### config.mk
export PLATFORM = sky130hd
export DESIGN_NAME = timer_capture_compare
export DESIGN_NICKNAME = d
export VERILOG_FILES = /design/src/hw/tcc_pkg.sv /design/src/hw/capture_channel.sv /design/src/hw/compare_channel.sv /design/src/hw/timer_capture_compare.sv
export VERILOG_INCLUDE_DIRS = /design/src /design/src/hw
export SDC_FILE = /design/constraint.sdc
export NUM_CORES = 1
export LEC_CHECK = 0
export ABC_AREA = 1
export BUFFER_PORTS_ARGS = -buffer_cell sky130_fd_sc_hd__buf_2
export CORE_MARGIN = 4
export CORE_UTILIZATION = 48
export CTS_CLUSTER_DIAMETER = 120
export DETAILED_ROUTE_END_ITERATION = 7
export PLACE_DENSITY = 0.68
export SETUP_SLACK_MARGIN = 0.5
export SYNTH_ARGS = -nofsm -noshare
export SYNTH_HDL_FRONTEND = slang
export SYNTH_SLANG_ARGS = --single-unit
export TNS_END_PERCENT = 30
### constraint.sdc
create_clock -name CLK -period 2.21 [get_ports CLK]
set_input_delay 0.442 -clock CLK [delete_from_list [all_inputs] [get_ports CLK]]
set_output_delay 0.442 -clock CLK [all_outputs]
set_load 0.05 [all_outputs]
### src/hw/tcc_defs.svh
// constants for the timer capture and compare block
`ifndef TCC_DEFS_SVH
`define TCC_DEFS_SVH

`define ADDR_CAP1_HI 8'h20
`define ADDR_CAP1_LO 8'h21
`define ADDR_CMP1_HI 8'h22
`define ADDR_CMP1_LO 8'h23
`define ADDR_CAP2_HI 8'h24
`define ADDR_CAP2_LO 8'h25
`define ADDR_CMP2_HI 8'h26
`define ADDR_CMP2_LO 8'h27
`define ADDR_CTRL1 8'h2c
`define ADDR_CTRL2 8'h2d
`define ADDR_STATUS 8'h2e

`define C1_CAP1_IE 7
`define C1_CAP2_IE 6
`define C1_CMP1_IE 5
`define C1_OVF_IE 4
`define C1_CMP1_OE 3
`define C1_EDGE1 2
`define C1_EDGE2 1
`define C1_LVL1 0
`define C2_CMP2_IE 5
`define C2_CMP2_OE 3
`define C2_LVL2 0

`define ST_CAP1F 7
`define ST_CAP2F 6
`define ST_CMP1F 5
`define ST_OVF 4
`define ST_PIN1 3
`define ST_PIN2 2
`define ST_CMP2F 1

`define CTRL1_RST 8'h00
`define CTRL2_RST 8'h00
`define CTRL2_MASK 8'h29
`define RDATA_IDLE 8'h00
`define CAP_INC 16'h0001

`endif

### src/hw/tcc_pkg.sv
// types and helpers shared by the capture and compare block
package tcc_pkg;

    typedef struct packed {
        logic [7:0] addr;
        logic [7:0] wdata;
        logic rd;
        logic wr;
    } bus_req_t;

    typedef struct packed {
        logic out_en;
        logic level;
    } cmp_cfg_t;

    function automatic logic next_flag(input logic flag, input logic set, input logic clr);
        return set | (flag & ~clr);
    endfunction

    function automatic logic hit(input bus_req_t r, input logic [7:0] a);
        return r.addr == a;
    endfunction

endpackage

### src/hw/capture_channel.sv
// one input capture channel: pin synchroniser, edge detector, capture latch
`timescale 1ns/10ps
`include "tcc_defs.svh"
module capture_channel import tcc_pkg::*; (
    input logic clk,
    input logic arst_n,
    input logic ce,
    input logic pin,
    input logic rise,
    input logic [15:0] count,
    input logic rd_hi,
    input logic rd_lo,
    output logic [15:0] value,
    output logic level,
    output logic event_pulse
);
    logic s1, s2, s3;
    logic [15:0] c1, c2, c3;
    logic inhibit;
    logic settle;
    logic load;

    always_ff @(posedge clk or negedge arst_n) begin
        if (!arst_n) begin
            s1 <= 1'b0;
            s2 <= 1'b0;
            s3 <= 1'b0;
            c1 <= 16'h0000;
            c2 <= 16'h0000;
            c3 <= 16'h0000;
        end else if (ce) begin
            s1 <= pin;
            s2 <= s1;
            s3 <= s2;
            // counter delayed alongside the pin so c3 is the value at the sampling edge
            c1 <= count;
            c2 <= c1;
            c3 <= c2;
        end
    end

    assign settle = (s2 == s3) && (s3 != level);
    assign event_pulse = settle && (s3 == rise);

    always_ff @(posedge clk or negedge arst_n) begin
        if (!arst_n) begin
            level <= 1'b0;
        end else if (ce && settle) begin
            level <= s3;
        end
    end

    always_ff @(posedge clk or negedge arst_n) begin
        if (!arst_n) begin
            inhibit <= 1'b0;
        end else if (ce) begin
            if (rd_lo) begin
                inhibit <= 1'b0;
            end else if (rd_hi) begin
                inhibit <= 1'b1;
            end
        end
    end

    // the low read lands before the transfer, so it never blocks it
    assign load = event_pulse && (!inhibit || rd_lo);

    // no reset: contents survive reset
    always_ff @(posedge clk) begin
        if (ce && load) begin
            value <= c3 + `CAP_INC;
        end
    end
endmodule

### src/hw/compare_channel.sv
// one output compare channel: 16-bit compare register written a byte at a time, match and pin level
`timescale 1ns/10ps
`include "tcc_defs.svh"
module compare_channel import tcc_pkg::*; (
    input logic clk,
    input logic arst_n,
    input logic ce,
    input logic wr_hi,
    input logic wr_lo,
    input logic [7:0] wdata,
    input logic [15:0] count,
    input logic count_tick,
    input cmp_cfg_t cfg,
    output logic [15:0] value,
    output logic match,
    output logic pin
);
    logic inhibit;

    // no reset and no hardware write: usable as plain storage
    always_ff @(posedge clk) begin
        if (ce) begin
            if (wr_hi) begin
                value[15:8] <= wdata;
            end
            if (wr_lo) begin
                value[7:0] <= wdata;
            end
        end
    end

    always_ff @(posedge clk or negedge arst_n) begin
        if (!arst_n) begin
            inhibit <= 1'b0;
        end else if (ce) begin
            if (wr_lo) begin
                inhibit <= 1'b0;
            end else if (wr_hi) begin
                inhibit <= 1'b1;
            end
        end
    end

    assign match = count_tick && !inhibit && (value == count);

    always_ff @(posedge clk or negedge arst_n) begin
        if (!arst_n) begin
            pin <= 1'b0;
        end else if (ce && match && cfg.out_en) begin
            pin <= cfg.level;
        end
    end
endmodule

### src/hw/timer_capture_compare.sv
// timer capture and compare block: register decode, flags, status and interrupt
`timescale 1ns/10ps
`include "tcc_defs.svh"
module timer_capture_compare import tcc_pkg::*; (
    input logic CLK,
    input logic ARST_N,
    input logic CE,
    input logic [7:0] ADDR,
    input logic [7:0] WDATA,
    input logic RD,
    input logic WR,
    output logic [7:0] RDATA,
    input logic [15:0] COUNT,
    input logic COUNT_TICK,
    input logic OVERFLOW_FLAG,
    input logic CAPTURE_INPUT_ONE,
    input logic CAPTURE_INPUT_TWO,
    output logic COMPARE_PIN_ONE,
    output logic COMPARE_PIN_TWO,
    output logic TIMER_IRQ
);
    bus_req_t bus;
    logic [7:0] timer_control_one;
    logic [7:0] timer_control_two;
    logic [7:0] status_word;
    logic [7:0] read_word;

    logic rd_status;
    logic rd_cap1_hi;
    logic rd_cap1_lo;
    logic rd_cap2_hi;
    logic rd_cap2_lo;
    logic rd_cmp1_lo;
    logic rd_cmp2_lo;
    logic wr_cmp1_hi;
    logic wr_cmp1_lo;
    logic wr_cmp2_hi;
    logic wr_cmp2_lo;
    logic wr_ctrl1;
    logic wr_ctrl2;

    logic [15:0] cap1_value;
    logic [15:0] cap2_value;
    logic [15:0] cmp1_value;
    logic [15:0] cmp2_value;
    logic [7:0] cap1_high;
    logic cap1_level;
    logic cap2_level;
    logic cap1_evt;
    logic cap2_evt;
    logic cmp1_match;
    logic cmp2_match;
    cmp_cfg_t cmp1_cfg;
    cmp_cfg_t cmp2_cfg;

    logic capture_flag_one;
    logic capture_flag_two;
    logic compare_flag_one;
    logic compare_flag_two;
    logic arm_cap1;
    logic arm_cap2;
    logic arm_cmp1;
    logic arm_cmp2;

    assign bus = '{addr: ADDR, wdata: WDATA, rd: RD, wr: WR};

    // access strobes
    assign rd_status = bus.rd && hit(bus, `ADDR_STATUS);
    assign rd_cap1_hi = bus.rd && hit(bus, `ADDR_CAP1_HI);
    assign rd_cap1_lo = bus.rd && hit(bus, `ADDR_CAP1_LO);
    assign rd_cap2_hi = bus.rd && hit(bus, `ADDR_CAP2_HI);
    assign rd_cap2_lo = bus.rd && hit(bus, `ADDR_CAP2_LO);
    assign rd_cmp1_lo = bus.rd && hit(bus, `ADDR_CMP1_LO);
    assign rd_cmp2_lo = bus.rd && hit(bus, `ADDR_CMP2_LO);
    assign wr_cmp1_hi = bus.wr && hit(bus, `ADDR_CMP1_HI);
    assign wr_cmp1_lo = bus.wr && hit(bus, `ADDR_CMP1_LO);
    assign wr_cmp2_hi = bus.wr && hit(bus, `ADDR_CMP2_HI);
    assign wr_cmp2_lo = bus.wr && hit(bus, `ADDR_CMP2_LO);
    assign wr_ctrl1 = bus.wr && hit(bus, `ADDR_CTRL1);
    assign wr_ctrl2 = bus.wr && hit(bus, `ADDR_CTRL2);

    always_ff @(posedge CLK or negedge ARST_N) begin
        if (!ARST_N) begin
            timer_control_one <= `CTRL1_RST;
        end else if (CE && wr_ctrl1) begin
            timer_control_one <= bus.wdata;
        end
    end

    always_ff @(posedge CLK or negedge ARST_N) begin
        if (!ARST_N) begin
            timer_control_two <= `CTRL2_RST;
        end else if (CE && wr_ctrl2) begin
            timer_control_two <= bus.wdata & `CTRL2_MASK;
        end
    end

    assign cmp1_cfg = '{out_en: timer_control_one[`C1_CMP1_OE],
                        level: timer_control_one[`C1_LVL1]};
    assign cmp2_cfg = '{out_en: timer_control_two[`C2_CMP2_OE],
                        level: timer_control_two[`C2_LVL2]};

    capture_channel u_cap1 (
        .clk(CLK),
        .arst_n(ARST_N),
        .ce(CE),
        .pin(CAPTURE_INPUT_ONE),
        .rise(timer_control_one[`C1_EDGE1]),
        .count(COUNT),
        .rd_hi(rd_cap1_hi),
        .rd_lo(rd_cap1_lo),
        .value(cap1_value),
        .level(cap1_level),
        .event_pulse(cap1_evt)
    );

    capture_channel u_cap2 (
        .clk(CLK),
        .arst_n(ARST_N),
        .ce(CE),
        .pin(CAPTURE_INPUT_TWO),
        .rise(timer_control_one[`C1_EDGE2]),
        .count(COUNT),
        .rd_hi(rd_cap2_hi),
        .rd_lo(rd_cap2_lo),
        .value(cap2_value),
        .level(cap2_level),
        .event_pulse(cap2_evt)
    );

    compare_channel u_cmp1 (
        .clk(CLK),
        .arst_n(ARST_N),
        .ce(CE),
        .wr_hi(wr_cmp1_hi),
        .wr_lo(wr_cmp1_lo),
        .wdata(bus.wdata),
        .count(COUNT),
        .count_tick(COUNT_TICK),
        .cfg(cmp1_cfg),
        .value(cmp1_value),
        .match(cmp1_match),
        .pin(COMPARE_PIN_ONE)
    );

    compare_channel u_cmp2 (
        .clk(CLK),
        .arst_n(ARST_N),
        .ce(CE),
        .wr_hi(wr_cmp2_hi),
        .wr_lo(wr_cmp2_lo),
        .wdata(bus.wdata),
        .count(COUNT),
        .count_tick(COUNT_TICK),
        .cfg(cmp2_cfg),
        .value(cmp2_value),
        .match(cmp2_match),
        .pin(COMPARE_PIN_TWO)
    );

    assign cap1_high = cap1_value[15:8];

    // a status read arms each capture and compare flag that is set at that moment; OVERFLOW_FLAG is not armed
    always_ff @(posedge CLK or negedge ARST_N) begin
        if (!ARST_N) begin
            arm_cap1 <= 1'b0;
            arm_cap2 <= 1'b0;
            arm_cmp1 <= 1'b0;
            arm_cmp2 <= 1'b0;
        end else if (CE) begin
            if (rd_status) begin
                arm_cap1 <= capture_flag_one;
                arm_cap2 <= capture_flag_two;
                arm_cmp1 <= compare_flag_one;
                arm_cmp2 <= compare_flag_two;
            end else begin
                if (rd_cap1_lo) begin
                    arm_cap1 <= 1'b0;
                end
                if (rd_cap2_lo) begin
                    arm_cap2 <= 1'b0;
                end
                if (rd_cmp1_lo) begin
                    arm_cmp1 <= 1'b0;
                end
                if (rd_cmp2_lo) begin
                    arm_cmp2 <= 1'b0;
                end
            end
        end
    end

    // a new event in the clearing cycle keeps its flag set
    always_ff @(posedge CLK or negedge ARST_N) begin
        if (!ARST_N) begin
            capture_flag_one <= 1'b0;
            capture_flag_two <= 1'b0;
            compare_flag_one <= 1'b0;
            compare_flag_two <= 1'b0;
        end else if (CE) begin
            capture_flag_one <= next_flag(capture_flag_one, cap1_evt,
                                          rd_cap1_lo && arm_cap1);
            capture_flag_two <= next_flag(capture_flag_two, cap2_evt,
                                          rd_cap2_lo && arm_cap2);
            compare_flag_one <= next_flag(compare_flag_one, cmp1_match,
                                          rd_cmp1_lo && arm_cmp1);
            compare_flag_two <= next_flag(compare_flag_two, cmp2_match,
                                          rd_cmp2_lo && arm_cmp2);
        end
    end

    always_comb begin
        status_word = `RDATA_IDLE;
        status_word[`ST_CAP1F] = capture_flag_one;
        status_word[`ST_CAP2F] = capture_flag_two;
        status_word[`ST_CMP1F] = compare_flag_one;
        status_word[`ST_OVF] = OVERFLOW_FLAG;
        status_word[`ST_PIN1] = cap1_level;
        status_word[`ST_PIN2] = cap2_level;
        status_word[`ST_CMP2F] = compare_flag_two;
    end

    // high byte at the lower address; capture registers ignore writes
    always_comb begin
        if (bus.addr == `ADDR_CAP1_HI) begin
            read_word = cap1_high;
        end else if (bus.addr == `ADDR_CAP1_LO) begin
            read_word = cap1_value[7:0];
        end else if (bus.addr == `ADDR_CMP1_HI) begin
            read_word = cmp1_value[15:8];
        end else if (bus.addr == `ADDR_CMP1_LO) begin
            read_word = cmp1_value[7:0];
        end else if (bus.addr == `ADDR_CAP2_HI) begin
            read_word = cap2_value[15:8];
        end else if (bus.addr == `ADDR_CAP2_LO) begin
            read_word = cap2_value[7:0];
        end else if (bus.addr == `ADDR_CMP2_HI) begin
            read_word = cmp2_value[15:8];
        end else if (bus.addr == `ADDR_CMP2_LO) begin
            read_word = cmp2_value[7:0];
        end else if (bus.addr == `ADDR_CTRL1) begin
            read_word = timer_control_one;
        end else if (bus.addr == `ADDR_CTRL2) begin
            read_word = timer_control_two;
        end else if (bus.addr == `ADDR_STATUS) begin
            read_word = status_word;
        end else begin
            read_word = `RDATA_IDLE;
        end
    end

    always_ff @(posedge CLK or negedge ARST_N) begin
        if (!ARST_N) begin
            RDATA <= `RDATA_IDLE;
        end else if (CE && bus.rd) begin
            RDATA <= read_word;
        end
    end

    assign TIMER_IRQ = (capture_flag_one & timer_control_one[`C1_CAP1_IE])
                     | (capture_flag_two & timer_control_one[`C1_CAP2_IE])
                     | (compare_flag_one & timer_control_one[`C1_CMP1_IE])
                     | (compare_flag_two & timer_control_two[`C2_CMP2_IE])
                     | (OVERFLOW_FLAG & timer_control_one[`C1_OVF_IE]);
endmodule

# --- After elaboration in Yosys (flattened, before gate mapping) ---
# Index checks and enable logic that the tools add are counted.
totals:
  ff_bits: 153
  latch_bits: 0
  ram_bits: 0
  rom_bits: 0
  in_bits: 41
  output_inout_bits: 11
  word_cells: 166
  n_memories: 0
classes:
  addsub: 1
  n_mul: 0
  n_div: 0
  magnitude_cmp: 0
  n_eq_ne: 19
  shifts: 0
  muxes: 27
  n_bitwise: 21
  reduce_logical: 64
ops:
  columns: ["op", "n"]
  rows:
  - ["$eq 8x6->1 const B", 11]
  - ["$mux 8", 11]
  - ["$logic_and 1x1->1", 38]
  - ["$eq 16x16->1", 2]
  - ["$reduce_and 2->1", 12]
  - ["$add 16x1->16 const B", 1]
  - ["$mux 1", 16]
  - ["$reduce_bool 2->1", 8]
  - ["$and 1x1->1", 9]
  - ["$or 1x1->1", 8]
  - ["$eq 1x1->1", 4]
  - ["$logic_not 1->1", 4]
  - ["$not 1->1", 4]
  - ["$logic_or 1x1->1", 2]
  - ["$ne 1x1->1", 2]

# --- Logic depth before layout (Yosys ltp) ---
# Gate-level depths: netlist of the first run.
logic_depth:
  word_depth: 12
  ltp_mapped: 13
  mapped_depth_nobuf: 13

# --- Cells and area by module ---
# Synthesis of the first run repeated with hierarchy kept, for this count alone.
hier_totals:
  cells_unflattened: 1231
  hier_area_um2: 9977.1
modules_own_cells:
  columns: ["mod", "instances", "cells_per_inst", "area_per_inst_um2", "seq_area_each_um2"]
  rows:
  - ["capture_channel at u_cap1", 1, 304, 2860.2, 1806.7]
  - ["capture_channel at u_cap2", 1, 308, 2855.2, 1806.7]
  - ["compare_channel", 2, 155, 1104.8, 530.5]
  - ["timer_capture_compare", 1, 309, 2052.0, 675.6]

# --- Worst setup path before layout of the first run ---
# No wires, ideal clock.
synth_path:
  kind: "in2reg"
  start: "in ADDR[4]"
  end: "reg u_cap1.value[0] (enable)"
  setup_time_ns: 0.394
  arrival_ns: 1.971
  required_time_ns: 1.816
  setup_slack_ns: -0.155
  cell_stages: 7
  n_path_buf: 0
  path_cell_list: "inv_1 nand2_1 nor2_4 nand3_2 nor2_4 nand2_1 a21oi_1"
synth_via:
  elab_chain_len: 5
synth_rtl:
  columns: ["element", "line", "text"]
  rows:
  - ["from (decl)", "timer_capture_compare.sv:8", "input logic [7:0] ADDR,"]
  - ["$eq 8x6->1", "tcc_pkg.sv:21", "return r.addr == a;"]
  - ["$logic_and 1x1->1", "timer_capture_compare.sv:70", "assign rd_cap1_lo = bus.rd && hit(bus, `ADDR_CAP1_LO);"]
  - ["$logic_or 1x1->1", "capture_channel.sv:66", "assign load = event_pulse && (!inhibit || rd_lo);"]
  - ["$logic_and 1x1->1", "capture_channel.sv:66", null]
  - ["$logic_and 1x1->1", "capture_channel.sv:70", "if (ce && load) begin"]
  - ["to (signal assigned)", "capture_channel.sv:71", "value <= c3 + `CAP_INC;"]
  - ["to (decl)", "capture_channel.sv:13", "output logic [15:0] value,"]
# No other way between the ends.
# A chain may end at the register's enable or synchronous reset.

# --- Worst setup path after layout of the first run ---
layout_path:
  start: "reg u_cap2.c3[1]"
  end: "reg u_cap2.value[6], data pin"
layout_via:
  elab_chain_len: 1
layout_rtl:
  columns: ["element", "line", "text"]
  rows:
  - ["from (decl)", "capture_channel.sv:18", "logic [15:0] c1, c2, c3;"]
  - ["from (signal assigned)", "capture_channel.sv:30", "c3 <= 16'h0000;"]
  - ["from (signal assigned)", "capture_channel.sv:38", "c3 <= c2;"]
  - ["$add 16x1->16 (no source line)", null, null]
  - ["to (signal assigned)", "capture_channel.sv:71", null]
  - ["to (decl)", "capture_channel.sv:13", null]
# No other way between the ends.

==> results of run 1 <==
==> synth_stat cells (10+ instances only) <==
cell type,n
nand2_1,162
inv_1,99
dfrtp_1,89
o21ai_0,67
edfxtp_1,64
nand3_1,53
nor2_1,47
xor2_1,28
a21oi_1,24
nand4_1,16
clkbuf_1,12
or2_2,10
==> state kept, by name, summed over array words and instances, names as in the netlist, 3 cells and up <==
signal             count
u_cap2.value          16
u_cap2.c2             16
u_cap2.c1             16
u_cmp2.value          16
RDATA                  8
timer_control_two      3
u_cap2.c3             16
u_cap1.value          16
timer_control_one      8
u_cmp1.value          16
==> worst register-to-register path: cells and delay by family, from the launching register on <==
family	cells	cell delay, ns
xor gates and xnor gates	1	0.26
adders and majority gates	1	0.20
buffers and inverters	5	0.61
DFF	1	0.42
and+or+nand+nor	2	0.14
==> cell families (layout without fill, tap and decap cells) <==
kind of cell / count (synthesis) / after routing / share of synthesized area [%]
AO/OA/AOI/OAI: 107 / 107 / 8.08
buffers and inverters: 124 / 231 / 6.81
multiplexers: 5 / 5 / 0.800
flip-flops: 153 / 153 / 59.0
adder cells (fa/ha/maj): 1 / 1 / 0.178
XOR/XNOR: 34 / 34 / 4.23
AND/OR/NAND/NOR: 321 / 321 / 20.9
==> cell usage in the layout, fill, tap and decap left out, drive strengths merged, types with 5 or more instances in the layout <==
| cell | Yosys | final |
|---|---|---|
| nor3 | 14 | 14 |
| nand4 | 17 | 17 |
| mux2 | 5 | 5 |
| a21oi | 24 | 24 |
| xnor2 | 6 | 6 |
| nor2 | 54 | 54 |
| xor2 | 28 | 28 |
| o21ai | 71 | 71 |
| or2 | 10 | 10 |
| clkbuf | 12 | 24 |
| nand3 | 56 | 56 |
| nand2 | 165 | 165 |
| dfrtp | 89 | 89 |
| buf | 7 | 94 |
| inv | 104 | 109 |
| edfxtp | 64 | 64 |
==> final cells by class <==
| type | instances | area (um^2) |
|---|---|---|
| fill | 1199 | 5580 |
| inverter | 105 | 412 |
| clock buffer | 24 | 503 |
| timing repair buffer | 94 | 644 |
| multi-input combinational | 468 | 2520 |
| clock inverter | 8 | 57.6 |
| tap | 180 | 225 |
| sequential | 153 | 4150 |
==> layer usage <==
layer | share of wire [%] | wire length (um)
met5 | 0 | 0
met2 | 46 | 9120
met1 | 44 | 8770
met3 | 8.0 | 1590
met4 | 1.7 | 334
==> worst min path at each step <==
stage | cells past startpoint | end | from
final | 1 | u_cap2.c2[7]$_DFFE_PN0P_ | ARST_N
after detailed placement | 1 | u_cap2.c2[13]$_DFFE_PN0P_ | ARST_N
after global routing | 1 | u_cap2.c2[1]$_DFFE_PN0P_ | ARST_N
after global placement | 1 | u_cap2.c2[13]$_DFFE_PN0P_ | ARST_N
after CTS | 1 | u_cap2.c2[12]$_DFFE_PN0P_ | ARST_N
after floorplan | 0 | RDATA[0]$_DFFE_PN0P_ | ARST_N
==> what timing repair did <==
| action | CTS | global route |
|---|---|---|
| setup endpoints to repair | 42 | 50 |
| resized for setup | 12 | 5 |
| hold endpoints to repair | 0 | 0 |
| setup buffers | 12 | 2 |
| cloned | 0 | 0 |
| pin swaps | 1 | 2 |
==> where the power goes <==
| group | total [mW] | internal [mW] | leakage [nW] | switching (mW) |
|---|---|---|---|---|
| registers | 3.34 | 3.21 | 1.70 | 0.132 |
| logic | 0.696 | 0.235 | 1.91 | 0.461 |
| clock network | 2.75 | 1.60 | 0.278 | 1.15 |
==> per-stage QoR <==
stage	instances	power [mW]	setup slack [ns]	util [%]	hold WS [ns]
6_report	1032	6.79	0.356	60.4	-0.00375
5_1_grt	1032	7.07	0.284	60.4	0.0337
4_1_cts	1030	6.82	0.370	60.2	0.0133
3_5_place_dp	986	4.04	0.229	55.1	0.465
3_3_place_gp	986	4.01	0.237	55.1	0.457
2_1_floorplan	745	3.71	0.357	-	0.146
==> flow_summary_export.csv, run 1 <==
group,metric,value,unit
run_status,status,"finished, violations left",
run_status,violations,"negative hold slack",
floorplanning,die_w,129,um
synthesis,synthArstFlopShare,58.2,%
setup_path,cp_data_arrival_time,2.07,ns
synthesis,syn-instance-count,745,
setup_path,slowest_delay,0.42,ns
sta,tns,0,ns
sta,finalClockSkew,0.0151,ns
cts,hold_buffers,0,
setup_path,reg2reg_from,"u_cap2.c3[1]$_DFFE_PN0P_",
placed_design,gp_congestion,1.00,
setup_path,worst-path-stages,9,
synthesis,netlist_area,7030,um^2
route,post_drt_wl_per_cell,19.2,um
setup_path,reg2reg_setup_slack,0.36,ns
cells_and_area,drive_gt1_share,20.9,%
sta,min_period,1.85,ns
cells_and_area,diodes,0,
cts,clk-insertion-delay-late,0.43,ns
synthesis,synth.avg_cell_area,9.44,um^2
global_route,grt_max_degree,52,
placed_design,dpl.hpwl,14900,um
sta,rsz0062_at_grt,"true",
route,vias,5631,
route,drtAntennaViolNets,0,
route,routed_wl,19800,um
floorplanning,rows,43,
sta,holdWs,-0.00375,ns
synthesis,synth_top_area_cell,"dfrtp_1",
setup_path,cp_slowest_cell,"dfrtp_1",
cts,cts_tree,"yes",
setup_path,cp_max_fo,3,
setup_path,startpoint,"u_cap2.c3[1]$_DFFE_PN0P_",
cts,cts_num_sinks,153,
setup_path,crit_family,"buffers and inverters",
setup_path,r2r-end,"u_cap2.value[6]$_DFFE_PP_",
route,drc,0,
setup_path,cpMostUsedCell,"buf_4",
synthesis,yosys-top-cells-area,"dfrtp_1 (32%), edfxtp_1 (27%), nand2_1 (8.6%)",
global_route,antenna_found_initial,0,
setup_path,critPathCapture,"u_cap2.value[6]$_DFFE_PP_",
floorplanning,ioPinCount,52,
power,leakage,3.90,nW
setup_path,required,2.42,ns
route,drtIter0Drc,594,
floorplanning,die_h,129,um
synthesis,synth_warnings,0,
cts,ctsLongestPathBuffers,2,
synthesis,synth_fp_nets,787,
global_route,gr-total-overflow,0,
setup_path,worstRegToRegCells,9,
sta,worst_pin_slew,0.531,ns
setup_path,start_kind,"flop",
route,routed_via_density,5.46,
cts,htreeDepth,4,
sta,clock.fmax,539,MHz
global_route,gr-usage-met1,36.8,%
global_route,grt_pass1_wl,30800,um
setup_path,path_cells,"ha_4, nand3_4, nor3_4, buf_4, buf_4, buf_4, buf_4, buf_4, xor2_1",
sta,finalHoldViolCount,21,
floorplanning,core_area,14100,um^2
synthesis,yosysSeqAreaShare,59.0,%
cells_and_area,post-route-cell-area,8520,um^2
synthesis,synth_cell_types,35,
global_route,use_met3,5.89,%
cells_and_area,syn2layout_area_growth,21.1,%
cts,clkTransAtPathRegs,0.06,ns
global_route,track_usage,25.1,%
global_route,grtUsageMet2,38.4,%
cells_and_area,nets,881,
setup_path,critical_path_class,"flop to flop",
power,p_per_area,797,nW/um^2
cts,cts_buffers,17,
global_route,grt_pass1_vias,5505,
synthesis,synthFlopType,"dfrtp_1",
floorplanning,initial_core_util,49.9,%
min_path,min_path_type,"input port to asynchronous set/reset pin",
run,cap_violations,0,
placed_design,io_buffer_count,51,
sta,slew_headroom,64.6,%
synthesis,synth-edff-count,64,
floorplanning,die-area,16700,um^2
synthesis,synth_seq_cells,153,
cts,cts-root-buf,"clkbuf_16",
power,vdd.ir_drop.worst,0.660,mV
setup_path,cp-end-kind,"flop",
synthesis,yosys.area.top_type_share,31.7,%
setup_path,crit_buf_inv,5,
sta,setup-violations-final,0,
sta,maxSlewViolCount,0,
placed_design,place_area,7760,um^2
sta,period_share,83.9,%
global_route,grt-busiest-layer,"met2",
route,drtPass1Iterations,5,
Note: power is estimated with default switching activity, not from simulation.
==> inputs of run 2 (changes only) <==
--- a/config.mk
+++ b/config.mk
@@ -6,7 +6,7 @@
 export SDC_FILE = /design/constraint.sdc
 export NUM_CORES = 1
 export LEC_CHECK = 0
-export ABC_AREA = 1
+export ABC_AREA = 0
 export BUFFER_PORTS_ARGS = -buffer_cell sky130_fd_sc_hd__buf_2
 export CORE_MARGIN = 4
 export CORE_UTILIZATION = 48
==> constraint.sdc (replaced) <==
create_clock -name CLK -period 1.6 [get_ports CLK]
set_input_delay 0.32 -clock CLK [delete_from_list [all_inputs] [get_ports CLK]]
set_output_delay 0.32 -clock CLK [all_outputs]
set_load 0.05 [all_outputs]
==> run 2 against run 1 <==
  * The run ends with negative setup slack left
  * Non-clock buffer count grew 63
  * Count of clock-buffer cells in the layout shrank 3
  * Global-route usage shrank 1.3 points
  * Setup slack lost 0.51 ns
  * Sequential share of layout area shrank 5.4 points
  * Clock power grew 41%
  * Cell area grew 13%
  * Wire length shrank 4.1%
  * Final cell count shrank 18%
  * Utilization grew 7.9 points
  * Worst hold slack gained 0.14 ns
  * Critical path type is now flop to output pin
  * Critical endpoint is now TIMER_IRQ
  * Highest routed layer unchanged
==> flow_summary_export.csv, run 2 <==
group,metric,value,unit
synthesis,yosys-top-cells-area,"dfrtp_1 (32%), edfxtp_1 (28%), mux2_2 (12%)",
sta,maxSlewViolCount,0,
sta,setup-violations-final,18,
placed_design,dpl.cell_count,799,
placed_design,gp_congestion,0.896,
placed_design,io_buffer_count,51,
sta,clock.fmax,569,MHz
setup_path,start_kind,"flop",
route,drtPass1Iterations,5,
route,drc,0,
setup_path,cp_max_fo,2,
global_route,antenna_found_initial,0,
global_route,grt_pass1_wl,29400,um
synthesis,yosys.area.top_type_share,31.9,%
cells_and_area,regArea,4150,um^2
synthesis,synth_fp_nets,550,
synthesis,synth_warnings,0,
cells_and_area,diodes,0,
power,p_comb_share,15.7,%
floorplanning,ioPinCount,52,
cts,clk-insertion-delay-late,0.42,ns
route,routed_wl,19000,um
global_route,grt_max_degree,90,
power,switching_share,25.7,%
floorplanning,die-area,16500,um^2
global_route,track_usage,23.8,%
cts,cts-root-buf,"clkbuf_16",
cells_and_area,syn2layout_area_growth,37.3,%
setup_path,cp-end-kind,"output pin",
setup_path,required,1.28,ns
route,drtIter0Drc,520,
sta,slew_headroom,66.1,%
power,leakage,3.91,nW
floorplanning,rows,43,
synthesis,synth-edff-count,64,
sta,worst_pin_slew,0.508,ns
sta,period_share,110,%
placed_design,dpl.hpwl,13200,um
power,p_int,7.60,mW
global_route,gr-total-overflow,0,
cts,cts_tree,"yes",
run,cap_violations,0,
setup_path,critical_path_class,"flop to output pin",
min_path,hold_start,"CAPTURE_INPUT_ONE",
min_path,min_path_cells,2,
sta,finalClockSkew,0.00644,ns
min_path,min_path_type,"input port to flop",
setup_path,reg2reg_setup_slack,-0.02,ns
setup_path,r2r-end,"u_cap1.value[8]$_DFFE_PP_",
cells_and_area,fillers,971,
setup_path,cp_data_arrival_time,1.44,ns
floorplanning,die_h,129,um
sta,timing.final.ws_setup,-0.156,ns
route,drtAntennaViolNets,0,
synthesis,synth_cell_types,55,
sta,min_period,1.76,ns
power,switching_power,2.62,mW
floorplanning,initial_core_util,49.7,%
route,vias,4939,
cts,cts_buffers,17,
cells_and_area,nets,700,
cells_and_area,layout_commonest_cell,"dfrtp_1",
sta,rsz0062_at_grt,"true",
power,vdd.ir_drop.worst,0.852,mV
cts,clkTransAtPathRegs,0.06,ns
placed_design,pre_cts_slack,-0.246,ns
sta,finalHoldViolCount,0,
power,p_per_area,1070,nW/um^2
synthesis,synth_top_area_cell,"dfrtp_1",
synthesis,synth_seq_cells,153,
route,routed_via_density,5.80,
cells_and_area,multi_input_area,3280,um^2
synthesis,synthFlopType,"dfrtp_1",
placed_design,place_area,8130,um^2
cells_and_area,final_cell_mix,"dfrtp_1 (87), buf_4 (81), edfxtp_1 (64)",
synthesis,synth.avg_cell_area,13.8,um^2
synthesis,yosysSeqAreaShare,59.4,%
cts,ctsLongestPathBuffers,2,
setup_path,worstRegToRegCells,5,
cells_and_area,post-route-cell-area,9590,um^2
power,clkPwrFrac,38.0,%
cells_and_area,drive_gt1_share,50.7,%
floorplanning,core_area,14000,um^2
power,fin_total_pwr,10.2,mW
synthesis,netlist_area,6990,um^2
route,post_drt_wl_per_cell,22.3,um
floorplanning,die_w,129,um
cts,htreeDepth,4,
synthesis,synth_common_cells,"dfrtp_1 (89), mux2_2 (72), edfxtp_1 (64)",
global_route,grt_pass1_vias,5136,
run_status,status,"finished, violations left",
cts,cts_num_sinks,153,
power,seqPwrFrac,46.3,%
sta,tns,-0.417,ns
synthesis,synthArstFlopShare,58.2,%
setup_path,reg2reg_from,"u_cap1.level$_DFFE_PN0P_",
cells_and_area,final_cells,851,
synthesis,syn-instance-count,508,
min_path,holdPathEnd,"u_cap1.s1$_DFFE_PN0P_",
run_status,violations,"negative setup slack",
synthesis,yosysMostFrequentCell,"dfrtp_1",
[run 2: what timing repair did]
item	4_1_cts	5_1_grt
setup endpoints to repair	132	134
gates cloned	2	0
resized for setup	119	44
buffers inserted	8	9
hold buffers	1	0
pin swaps	77	61
hold endpoints to repair	89	0
[run 2: final cells by class]
type	instances	share of cell area, %
clock buffers	21	4.59
clock inverters	11	1.29
inverters	4	0.157
multi-input cells	325	34.2
flip-flops and latches	153	43.3
well taps	180	2.35
repair buffers	157	14.2
[run 2: cells by family (layout without fill, tap and decap cells)]
kind of cell / Yosys count / count (layout) / share of synthesized area [%]
xor gates and xnor gates: 46 / 46 / 5.77
and+or+nand+nor: 105 / 105 / 9.03
DFF: 153 / 153 / 59.4
AOI/OAI and AO/OA: 87 / 87 / 8.47
adders and majority gates: 1 / 1 / 0.179
muxes: 86 / 86 / 14.9
buffers and inverters: 30 / 193 / 2.29
[run 2: metrics by stage]
| step | hold WS (ns) | utilization [%] |
|---|---|---|
| after floorplan | 0.0244 | - |
| after global placement | 0.395 | 57.9 |
| after detailed placement | 0.403 | 57.9 |
| after CTS | 0.119 | 66.1 |
| after global routing | 0.142 | 68.3 |
| final | 0.135 | 68.3 |
[run 2: power groups by stage]
stage / clock, mW / sequential [mW] / combinational, mW
floorplan: 0 / 4.73 / 0.651
global placement: 0 / 4.73 / 1.20
detailed placement: 0 / 4.75 / 1.23
CTS: 3.92 / 4.69 / 1.45
global route: 4.10 / 4.76 / 1.72
finish: 3.88 / 4.73 / 1.61
[run 2: critical path, stage by stage, from the launching register on]
cell      delay (ns)
dfrtp_1         0.39
buf_6           0.13
a222oi_1        0.22
nand2_1         0.11
buf_6           0.17
[run 2: worst max path at each step]
| stage | from | endpoint | slack (ns) | cells past startpoint |
|---|---|---|---|---|
| after floorplan | ADDR[4] | u_cap1.value[0]$_DFFE_PP_ | -0.23 | 5 |
| after global placement | ADDR[4] | u_cap2.value[3]$_DFFE_PP_ | -0.21 | 8 |
| after detailed placement | ADDR[4] | u_cap1.value[5]$_DFFE_PP_ | -0.25 | 7 |
| after CTS | compare_flag_two$_DFFE_PN0P_ | TIMER_IRQ | -0.15 | 4 |
| after global routing | compare_flag_two$_DFFE_PN0P_ | TIMER_IRQ | -0.20 | 4 |
| final | compare_flag_two$_DFFE_PN0P_ | TIMER_IRQ | -0.16 | 4 |
[run 2: per-layer routing]
metal / vias up / wire length, um / track usage, %
met4: 0 / 665 / 9.70
met5: - / 0 / 0
met3: 45 / 1080 / 4.65
met1: 2517 / 8170 / 32.5
met2: 160 / 9090 / 37.8
li1: 2217 / - / -
==> inputs of run 3 (changes only) <==
--- a/config.mk
+++ b/config.mk
@@ -12,7 +12,8 @@
 export CORE_UTILIZATION = 48
 export CTS_CLUSTER_DIAMETER = 120
 export DETAILED_ROUTE_END_ITERATION = 7
-export PLACE_DENSITY = 0.68
+export GPL_TIMING_DRIVEN = 0
+export PLACE_DENSITY = 0.75
 export SETUP_SLACK_MARGIN = 0.5
 export SYNTH_ARGS = -nofsm -noshare
 export SYNTH_HDL_FRONTEND = slang
==> run 3 against run 2 <==
  * The flow still finishes with violations (negative setup slack)
  * Sequential share of layout area up 1.6 points
  * Wire length up 4.1%
  * Flip-flop and latch count unchanged
  * Setup slack worse by 0.014 ns
  * Utilization down 2.3 points
  * Sequential power about the same
  * Largest power group unchanged
  * First-iteration DRC count down 2.3%
  * Critical path depth down 1
  * Worst hold slack worse by 0.010 ns
  * Via count about the same
==> flow_summary_export.csv, run 3 (synthesis gave the netlist of run 2 again) <==
group,metric,value,unit
setup_path,worstRegToRegCells,5,
sta,clock.fmax,565,MHz
cts,htreeDepth,4,
floorplanning,core_area,14000,um^2
placed_design,gp_congestion,0.944,
sta,rsz0062_at_grt,"true",
sta,holdWs,0.125,ns
cts,ctsLongestPathBuffers,2,
cells_and_area,drive_gt1_share,48.4,%
global_route,gr-total-overflow,0,
route,drtPass1Iterations,6,
floorplanning,initial_core_util,49.7,%
cells_and_area,post-route-util,66.0,%
route,post_drt_wl_per_cell,24.4,um
sta,finalClockSkew,0.00644,ns
setup_path,r2r-end,"u_cmp2.pin$_DFFE_PN0P_",
floorplanning,rows,43,
cells_and_area,post-route-cell-area,9270,um^2
power,fin_total_pwr,10.2,mW
global_route,grt_pass1_wl,29600,um
floorplanning,die-area,16500,um^2
cells_and_area,nets,660,
placed_design,io_buffer_count,50,
cts,cts_buffers,17,
power,p_per_area,1100,nW/um^2
floorplanning,die_w,129,um
run,cap_violations,0,
power,vdd.ir_drop.worst,0.894,mV
cells_and_area,syn2layout_area_growth,32.7,%
global_route,grt_pass1_vias,5076,
sta,worst_pin_slew,0.547,ns
route,vias,4935,
sta,setup-violations-final,4,
global_route,track_usage,24.4,%
route,routed_wl,19800,um
setup_path,cp_data_arrival_time,1.45,ns
sta,slew_headroom,63.5,%
setup_path,cp-end-kind,"output pin",
setup_path,startpoint,"timer_control_one[4]$_DFFE_PN0P_",
placed_design,dpl.cell_count,739,
min_path,min_path_type,"input port to flop",
route,drc,0,
setup_path,start_kind,"flop",
setup_path,reg2reg_setup_slack,-0.07,ns
sta,timing.final.ws_setup,-0.171,ns
placed_design,dpl.hpwl,13400,um
sta,tns,-0.291,ns
cts,clkTransAtPathRegs,0.06,ns
cts,cts-root-buf,"clkbuf_16",
setup_path,required,1.28,ns
global_route,antenna_found_initial,0,
placed_design,place_area,7530,um^2
floorplanning,die_h,129,um
cells_and_area,layout_commonest_cell,"dfrtp_1",
cells_and_area,diodes,0,
cells_and_area,final_cells,810,
sta,min_period,1.77,ns
sta,finalHoldViolCount,0,
setup_path,critical_path_class,"flop to output pin",
route,drtAntennaViolNets,0,
global_route,grt_max_degree,71,
cells_and_area,final_cell_mix,"dfrtp_1 (81), edfxtp_1 (64), mux2_2 (59)",
cts,clk-insertion-delay-late,0.43,ns
cts,cts_tree,"yes",
placed_design,pre_cts_slack,-0.900,ns
run_status,violations,"negative setup slack",
cts,cts_num_sinks,153,
setup_path,reg2reg_from,"u_cmp2.value[13]$_DFFE_PP_",
sta,maxSlewViolCount,0,
floorplanning,ioPinCount,52,
route,routed_via_density,6.09,
setup_path,critPathCapture,"TIMER_IRQ",
sta,period_share,111,%
run_status,status,"finished, violations left",
route,drtIter0Drc,508,
power,leakage,3.67,nW
setup_path,cp_max_fo,2,
## run 3: cell count changes in the layout (fill, tap and decap cells not counted), sizes merged
cell	delta
clkdlybuf4s18	+1
clkinv	-3
clkbuf	+5
buf	-45
inv	+1
## run 3: how the worst min path moves through the flow
stage / startpoint / to / slack (ns) / depth (start not counted)
3_5_place_dp: ARST_N / arm_cap1$_DFFE_PN0P_ / 0.23 / 1
5_1_grt: CAPTURE_INPUT_ONE / u_cap1.s1$_DFFE_PN0P_ / 0.11 / 2
3_3_place_gp: RDATA[1]$_DFFE_PN0P_ / RDATA[1]$_DFFE_PN0P_ / 0.47 / 2
2_1_floorplan: ARST_N / RDATA[0]$_DFFE_PN0P_ / 0.02 / 0
6_report: CAPTURE_INPUT_ONE / u_cap1.s1$_DFFE_PN0P_ / 0.12 / 2
4_1_cts: CAPTURE_INPUT_ONE / u_cap1.s1$_DFFE_PN0P_ / 0.11 / 2
## run 3: cell type report
type / count / area (um^2)
Clock buffer: 22 / 497
Clock inverter: 9 / 109
Inverter: 4 / 17.5
Multi-Input combinational cell: 325 / 3260
Tap cell: 180 / 225
Buffer: 26 / 206
Fill cell: 967 / 4770
Timing Repair Buffer: 91 / 793
Sequential cell: 153 / 4160
## run 3: power by group
part / leakage [nW] / internal [mW] / switching [mW]
clock: 0.294 / 2.52 / 1.58
combinational: 1.70 / 0.682 / 0.704
sequential: 1.67 / 4.47 / 0.292
total: 3.67 / 7.67 / 2.58
## run 3: routing by layer
metal / vias to the layer above / global-route usage, % / part of all wire [%]
li1: 2141 / - / -
met3: 36 / 6.81 / 8.6
met2: 251 / 39.0 / 49
met1: 2507 / 32.5 / 40
met4: 0 / 8.34 / 2.5
met5: - / 0 / 0
## run 3: what timing repair did
action                     4_1_cts  5_1_grt
pin swaps                       52       64
buffers inserted                15       23
resized for setup              111       78
cloned                           1        0
hold buffers                     1        0
setup endpoints to repair      188      143
hold endpoints to repair        19        0
## run 3: worst max-delay path: stages, from the launching register on
cell      delay (ns)
dfrtp_1         0.38
a222oi_1        0.36
nand2_1         0.12
buf_6           0.16
